--- src/adsq_cfg.svh ---
// register map, reset values and timing counts for the converter sequencer
//
// Contract
// writing one to start bit 7 begins conversion of selected channel
// start bit clears itself once the conversion has begun
// software sets analog input disable when no analog input used
// channel select bits 3..0 pick inputs zero to five; rest reserved
// software changes channel only while busy reads zero
// software never restarts during a conversion; waits for end flag
// low-power entry resets control register a; writes ignored meanwhile
// low-power entry resets control register b; software rewrites it
// software writes one to bit 5, zero to bit 6 of register a
// software writes zero to bit 0, one to bit 4 of register b
// ladder on only while converting unless ladder_always_on is set
// time code gives 39,78,156,312,624,1248 clocks; 001,111 reserved
// software avoids prohibited time and frequency combinations
// bits 7 and 6 of register b read undefined
// status bit 5 is end flag, set once conversion completes
// reading result register clears the end flag
// software reads status before result
// busy bit 4 set at start, cleared at finish or low-power entry
// status bits 7, 6, 3..0 read unstable
// result register holds most recent completed conversion; code clears it to zero on low-power entry
// completion stores result, sets end flag, pulses done interrupt
// restart clears end flag, old result kept until new completion
// low-power entry aborts conversion; no automatic restart
// count selected clocks with busy high, then finish in one cycle
`ifndef ADSQ_CFG_SVH
`define ADSQ_CFG_SVH
`define ADSQ_OFS_CTRL_A 8'h0E
`define ADSQ_OFS_CTRL_B 8'h0F
`define ADSQ_OFS_RESULT 8'h20
`define ADSQ_OFS_STATUS 8'h21
`define ADSQ_RST_CTRL_A 8'h10
`define ADSQ_RST_CTRL_B 8'h10
`define ADSQ_BIT_START 7
`define ADSQ_BIT_AIN_DIS 4
`define ADSQ_BIT_LADDER 5
`define ADSQ_BIT_EOC 5
`define ADSQ_BIT_BUSY 4
`define ADSQ_LAST_CHAN 4'h5
`define ADSQ_CYC_T0 11'h027
`define ADSQ_CYC_T2 11'h04E
`define ADSQ_CYC_T3 11'h09C
`define ADSQ_CYC_T4 11'h138
`define ADSQ_CYC_T5 11'h270
`define ADSQ_CYC_T6 11'h4E0
`endif

--- src/adsq_pkg.sv ---
// types for the converter sequencer
package adsq_pkg;
   typedef enum logic [1:0] {
      ADSQ_IDLE = 2'b01,
      ADSQ_CONV = 2'b10
   } adsq_state_t;
endpackage

--- src/adsq_top.sv ---
// converter sequencer control and status registers
//
// Decided for this implementation: the strobed register port.
`timescale 1ns/1ns
`default_nettype none
`include "adsq_cfg.svh"
module adsq_top #(
   parameter int DATA_W = 8
) (
   input wire logic clock,
   input wire logic srst,
   input wire logic [7:0] addr,
   input wire logic [7:0] wdata,
   input wire logic wr_stb,
   input wire logic rd_stb,
   output logic [7:0] rdata,
   input wire logic low_power,
   input wire logic [DATA_W-1:0] core_result,
   output logic [3:0] channel_select,
   output logic analog_input_disable,
   output logic ladder_on,
   output logic sample_go,
   output logic conv_done_irq
);
   // result path is eight bits wide
   if (DATA_W != 8) begin : g_width_check
      $error("adsq_top supports DATA_W of 8 only");
   end

   function automatic logic [10:0] conv_len(input logic [2:0] code);
      unique case (code)
         3'h0: conv_len = `ADSQ_CYC_T0;
         3'h2: conv_len = `ADSQ_CYC_T2;
         3'h3: conv_len = `ADSQ_CYC_T3;
         3'h4: conv_len = `ADSQ_CYC_T4;
         3'h5: conv_len = `ADSQ_CYC_T5;
         3'h6: conv_len = `ADSQ_CYC_T6;
         default: conv_len = `ADSQ_CYC_T0;
      endcase
   endfunction

   logic [7:0] ctrl_a;
   logic [7:0] ctrl_b;
   logic [7:0] result;
   logic eoc;
   logic busy;
   logic [10:0] cnt;
   adsq_pkg::adsq_state_t state;
   logic wr_a;
   logic wr_b;
   logic start_req;
   logic start_ok;
   logic finish;

   assign wr_a = wr_stb && !low_power && addr == `ADSQ_OFS_CTRL_A;
   assign wr_b = wr_stb && !low_power && addr == `ADSQ_OFS_CTRL_B;
   assign start_req = wr_a && wdata[`ADSQ_BIT_START];
   assign start_ok = start_req && state == adsq_pkg::ADSQ_IDLE;
   assign finish = state == adsq_pkg::ADSQ_CONV && cnt == 11'h001;

   // control register a; start bit never stored
   always_ff @(posedge clock) begin
      if (srst || low_power) begin
         ctrl_a <= `ADSQ_RST_CTRL_A;
      end else if (wr_a) begin
         ctrl_a <= {1'b0, wdata[6:0]};
      end
   end

   always_ff @(posedge clock) begin
      if (srst || low_power) begin
         ctrl_b <= `ADSQ_RST_CTRL_B;
      end else if (wr_b) begin
         ctrl_b <= wdata;
      end
   end

   // sequencer; restarts while busy are ignored
   always_ff @(posedge clock) begin
      if (srst || low_power) begin
         state <= adsq_pkg::ADSQ_IDLE;
         cnt <= 11'h000;
         busy <= 1'b0;
      end else begin
         unique case (state)
            adsq_pkg::ADSQ_IDLE: begin
               if (start_req) begin
                  state <= adsq_pkg::ADSQ_CONV;
                  cnt <= conv_len(ctrl_b[3:1]);
                  busy <= 1'b1;
               end
            end
            adsq_pkg::ADSQ_CONV: begin
               cnt <= cnt - 11'h001;
               if (finish) begin
                  state <= adsq_pkg::ADSQ_IDLE;
                  busy <= 1'b0;
               end
            end
         endcase
      end
   end

   // result and end flag; completion wins over a result read
   always_ff @(posedge clock) begin
      if (srst || low_power) begin
         result <= 8'h00;
         eoc <= 1'b0;
      end else if (finish) begin
         result <= core_result;
         eoc <= 1'b1;
      end else if (start_ok) begin
         eoc <= 1'b0;
      end else if (rd_stb && addr == `ADSQ_OFS_RESULT) begin
         eoc <= 1'b0;
      end
   end

   always_ff @(posedge clock) begin
      if (srst) begin
         conv_done_irq <= 1'b0;
         sample_go <= 1'b0;
      end else begin
         conv_done_irq <= finish && !low_power;
         sample_go <= start_ok && !low_power;
      end
   end

   // pin-facing copies
   always_ff @(posedge clock) begin
      if (srst) begin
         channel_select <= 4'h0;
         analog_input_disable <= 1'b1;
         ladder_on <= 1'b0;
      end else begin
         channel_select <= ctrl_a[3:0];
         analog_input_disable <= ctrl_a[`ADSQ_BIT_AIN_DIS];
         ladder_on <= !low_power && (ctrl_b[`ADSQ_BIT_LADDER] ||
            (busy && !finish) || start_ok);
      end
   end

   // register read port
   always_ff @(posedge clock) begin
      if (srst) begin
         rdata <= 8'h00;
      end else if (rd_stb) begin
         unique case (addr)
            `ADSQ_OFS_CTRL_A: rdata <= ctrl_a;
            `ADSQ_OFS_CTRL_B: rdata <= {2'b00, ctrl_b[5:0]};
            `ADSQ_OFS_RESULT: rdata <= result;
            `ADSQ_OFS_STATUS: rdata <= {2'b00, eoc, busy, 4'h0};
            default: rdata <= 8'h00;
         endcase
      end else begin
         rdata <= 8'h00;
      end
   end
endmodule
`default_nettype wire

--- config.mk ---
export PLATFORM = sky130hd
export DESIGN_NAME = adsq_top
export DESIGN_NICKNAME = d
export VERILOG_FILES = /design/src/adsq_pkg.sv /design/src/adsq_top.sv
export VERILOG_INCLUDE_DIRS = /design/src
export SDC_FILE = /design/constraint.sdc
export NUM_CORES = 1
export LEC_CHECK = 0
export ABC_CLOCK_PERIOD_IN_PS = 2000
export BUFFER_PORTS_ARGS = -buffer_cell sky130_fd_sc_hd__buf_2
export CORE_ASPECT_RATIO = 2
export CORE_MARGIN = 2
export CORE_UTILIZATION = 50
export DETAILED_ROUTE_END_ITERATION = 6
export PLACE_DENSITY_LB_ADDON = 0.3
export SLEW_MARGIN = 20
export SYNTH_ARGS = -nofsm -noshare
export SYNTH_HDL_FRONTEND = slang
export SYNTH_SLANG_ARGS = --single-unit
--- constraint.sdc ---
create_clock -name clock -period 2 [get_ports clock]
set_input_delay 0 -clock clock [delete_from_list [all_inputs] [get_ports clock]]
set_output_delay 0 -clock clock [all_outputs]
set_load 0.02 [all_outputs]
* Yosys cells after proc, flatten, opt, wreduce, memory -nomap -nowiden
Index checks and enable logic that the tools add are counted.
Operators by class: add/sub/neg operators 1, equal/unequal tests 14, reduce and logical (&&, ||, !) cells 19, bitwise operators 1, multiplexer cells 13
Operator list (number):
- $pmux 11 s5 | 1
- $pmux 8 s4 | 1
- $pmux 11 s2 | 1
- $eq 8x4->1 const B | 2
- $eq 8x6->1 const B | 2
- $eq 11x1->1 const B | 1
- $logic_and 1x1->1 | 11
- $mux 11 | 1
- $sub 11x1->11 const B | 1
- $eq 3x3->1 const B | 3
- $eq 3x2->1 const B | 2
- $mux 1 | 5
- $mux 2 | 2
- $ne 2x2->1 const B | 2
- $pmux 2 s2 | 1
- $logic_or 1x1->1 | 3
- $reduce_bool 3->1 | 1
- $eq 2x1->1 const B | 1
- $eq 2x2->1 const B | 1
- $logic_not 1->1 | 2
- $pmux 1 s2 | 1
- $reduce_and 2->1 | 1
- $reduce_or 2->1 | 1
- $not 1->1 | 1
Word-level totals: output and inout bits 16, input port bits 29, logic and storage cells 61, register bits 52

* Longest topological paths before layout
word-level depth 7, gate-level depth with buffers 6, gate-level depth less buffers 6

* Worst setup path before layout
Ideal clock, no wire load.
kind register -> register, start register state[0], end register result[0], setup slack 0.144 ns, setup time 0.117 ns, data required time 1.883 ns, stages on the path, launching flop included 6, arrival time 1.739 ns, period minus slack after synthesis 1.856 ns, path through dfxtp_1 -> or4b_1 -> or3_4 -> o21a_1 -> buf_6 -> a22o_1
On the way: cells in the longest elaborated chain, start to end 2
Ends and longest elaborated chain:
- from (decl) | line adsq_top.sv:48 | adsq_pkg::adsq_state_t state;
- from (signal assigned) | line adsq_top.sv:81 | state <= adsq_pkg::ADSQ_IDLE;
- from (signal assigned) | line adsq_top.sv:88 | state <= adsq_pkg::ADSQ_CONV;
- from (signal assigned) | line adsq_top.sv:96 | state <= adsq_pkg::ADSQ_IDLE;
- $eq 2x2->1 | line adsq_top.sv:59 | assign finish = state == adsq_pkg::ADSQ_CONV && cnt == 11'h001;
- $logic_and 1x1->1 | line adsq_top.sv:59
- to (signal assigned) | line adsq_top.sv:110 | result <= core_result;
- to (decl) | line adsq_top.sv:44 | logic [7:0] result;
Every way passes these cells. A chain may end at the register's enable or synchronous reset.

* Worst setup path in the final report
start register state[0], end register result[3]
The elaborated chain is that of the path after synthesis.

==> summary.txt <==
Run status
  • Status: finished clean

Timing
  • Max_slew headroom: 55.5%
  • Max frequency: 519 MHz
  • Final WS setup: 72.7 ps
  • Sum Neg Setup Slack: 0 ps
  • Final hold viol count: 0
  • Final setup skew: 12.0 ps
  • Final setup vio count: 0
  • Final period utilization: 96.4%
  • Min Tclk post-route: 1930 ps
  • Pins over their slew limit: 0
  • RSZ-0062 raised after global routing: no
  • Worst-Margin Slew: 666 ps
  • Final hold slack: 77.9 ps

Cells and area
  • Share of cells above drive strength 1: 21.7%
  • Area grow syn2layout: 23.8%
  • Non-Filler Instances: 378
  • Net count reported at finish: 353
  • ANT cells: 0

Clocking
  • Reg clk slew, reported paths: 100 ps
  • # H-tree levels: 2
  • Clk sinks: 51
  • Clock Tree Root: clkbuf_8
  • CTS buffer count: 5
  • CTS max path bufs: 2
  • Postcts setup bufs: 0
  • Clk_lat worst skew: 310 ps
  • TritonCTS clock tree: built

Setup path
  • Worst Path Arrival: 2130 ps
  • Startpoint types: flip-flop
  • CP Data Required Time: 2200 ps
  • Reg2reg setup slack: 70 ps
  • Kind of end point of the critical path: flip-flop
  • Worst-path fanout max: 11
  • Crit path kind: flip-flop to flip-flop

GRT
  • Initial antenna violation count: 0
  • Number of global-route vias before repair: 2099
  • Total congestion overflow: 0
  • GRT Overall Usage: 23.9%
  • Global-route wire length before repair: 9620 um
  • Largest net degree at the start of global routing: 26

Logic synthesis
  • Yosys warning count: 0
  • Cell Area, Synth: 2310 um^2
  • Largest family of logic cells by synthesized area: simple AND/OR/NAND/NOR gates
  • EDFF count, synth: 0
  • Area share of xor/xnor cells in the synthesized design: 0.379%
  • Cell with the most instances after synthesis: dfxtp_1
  • Post-synth ARST share: 0%
  • Compound-Gate Fraction of Synth Area: 21.5%
  • List of most frequent post-synthesis cells: dfxtp_1, nor2_1, nand2_1
  • Adder-Cell Fraction of Synth Area: 1.08%
  • Post-synthesis mux area share: 4.82%
  • Top post-synthesis cells by area: dfxtp_1, nor2_1, a21oi_1
  • Count of different cell masters after synthesis: 55
  • Yosys top cell area share: 44.2%
  • Seq/Total Area, Yosys: 44.2%
  • Synth Register Bits: 51
  • Synthesized instance count: 260
  • Main synth FF type: dfxtp_1
  • Yosys top cell by area: dfxtp_1
  • Synth Area per Inst: 8.88 um^2
  • Syn_nets: 291
  • Post-synthesis simple-gate area fraction: 24.7%

Job
  • Max Cap Violations: 0

Place
  • Input/output buffers: 44
  • Placed cell count: 354
  • Post-DP HPWL: 4050 um
  • Placer Congestion: 0.865
  • Setup Slack @ Placement: 29.9 ps

Routing
  • Routed Wire Length: 5660 um
  • Via count: 2192
  • DRC Markers: 0
  • Mean routed wirelength per cell: 15.0 um
  • Final ANT Viol Nets: 0
  • DRT Pass-1 Iters: 4
  • DR WL met3: 391 um
  • Met2 wire len: 2740 um
  • DR iter-0 viols: 49
  • Vias per Instance: 5.80
  • WL met1: 2440 um
  • Top layer in use: met4

Worst hold path
  • Hold/Removal Path Class: input port to flip-flop

Power and ir drop
  • Net load switching power: 0.000389 W
  • Internal power: 0.00132 W
  • Switch share: 22.8%
  • Clock power share: 34.5%
  • Leak: 1.18 nW
  • Logic gate share of total power: 6.1%
  • Seq pwr share: 59.4%
  • Pwr Total: 0.00171 W
  • VDD IR max: 524 uV
  • Power Dens Cells: 598 nW/um^2

Die
  • Die W: 52.0 um
  • Full die area: 5210 um^2
  • Number of I/O pins: 45
  • Num rows: 35
  • Starting Density: 51.2%
  • Core area: 4510 um^2
  • Die height: 100 um
[power by group through the flow]
stage	Clock [W]	Combinational (W)	Sequential [W]
final	0.000589	0.000105	0.00101
after global routing	0.000647	0.000115	0.00102
after CTS	0.000597	0.000104	0.00101
after detailed placement	0	0.0000802	0.00104
after global placement	0	0.0000783	0.00104
after floorplan	0	0.0000357	0.00104
[final timing paths]
path              from         to  cells after the start
max           state[0]  result[3]                      4
min reg2reg  ctrl_a[0]  ctrl_a[0]                      2
max reg2reg   state[0]  result[3]                      4
min            addr[0]   rdata[5]                      3
[area by class of cell]
class | count | area, um^2
fillers | 370 | 1650
multi-input cells | 191 | 1210
flip-flops and latches | 51 | 1020
repair buffers | 70 | 455
clock buffers | 6 | 72.6
well taps | 55 | 68.8
clock inverters | 2 | 16.3
inverters | 3 | 11.3
[through the flow]
| step | area [um^2] | utilization (%) |
|---|---|---|
| after floorplan | 2310 | - |
| after global placement | 2610 | 57.8 |
| after detailed placement | 2610 | 57.8 |
| after CTS | 2860 | 63.3 |
| after global routing | 2860 | 63.4 |
| final | 2860 | 63.4 |
[repair_timing]
action | 4_1_cts | 5_1_grt
gates resized for setup | 0 | 1
hold buffers | 16 | 0
endpoints found under the setup margin | 0 | 9
endpoints found under the hold margin | 25 | 0
[sequential cells by signal, indices dropped and copies added (netlist names), 4 cells and up]
| register | count |
|---|---|
| ctrl_b | 6 |
| rdata | 8 |
| cnt | 11 |
| channel_select | 4 |
| result | 8 |
| ctrl_a | 7 |
[per-layer routing]
| metal | vias up | track usage [%] |
|---|---|---|
| li1 | 1085 | - |
| met1 | 1013 | 31.0 |
| met3 | 7 | 3.27 |
| met4 | 0 | 10.1 |
| met5 | - | 0 |
| met2 | 87 | 38.8 |
[layout by cell type, fill, tap and decap left out, types with 2 or more instances in the layout]
master	n
dfxtp_1	51
buf_2	44
nor2_1	29
nand2_1	21
a21oi_1	20
dlygate4sd3_1	16
nand3_1	14
a22o_1	11
nor2b_1	10
mux2i_1	10
buf_4	10
o32ai_1	7
a22oi_1	6
nor3_1	5
clkbuf_8	5
nand2b_1	4
a31oi_1	4
inv_1	3
or2_2	3
nand4_1	3
o21ai_0	3
nor4_1	2
a2bb2oi_1	2
nand4b_1	2
or4_1	2
a21boi_0	2
ha_1	2
[worst max-delay path, cell delays in order, from the launching register on]
cell and delay [ps]:
dfxtp_1 360, or4b_1 540, or3_4 380, o21a_2 290, a22o_1 250
[kinds of logic after synthesis]
| logic type | count (synthesis) |
|---|---|
| mux | 11 |
| xor+xnor | 1 |
| compound gates | 69 |
| buf+inv | 18 |
| fa+ha+maj | 2 |
| flops | 51 |
| simple gates | 108 |
Note: power is estimated with default switching activity, not from simulation.
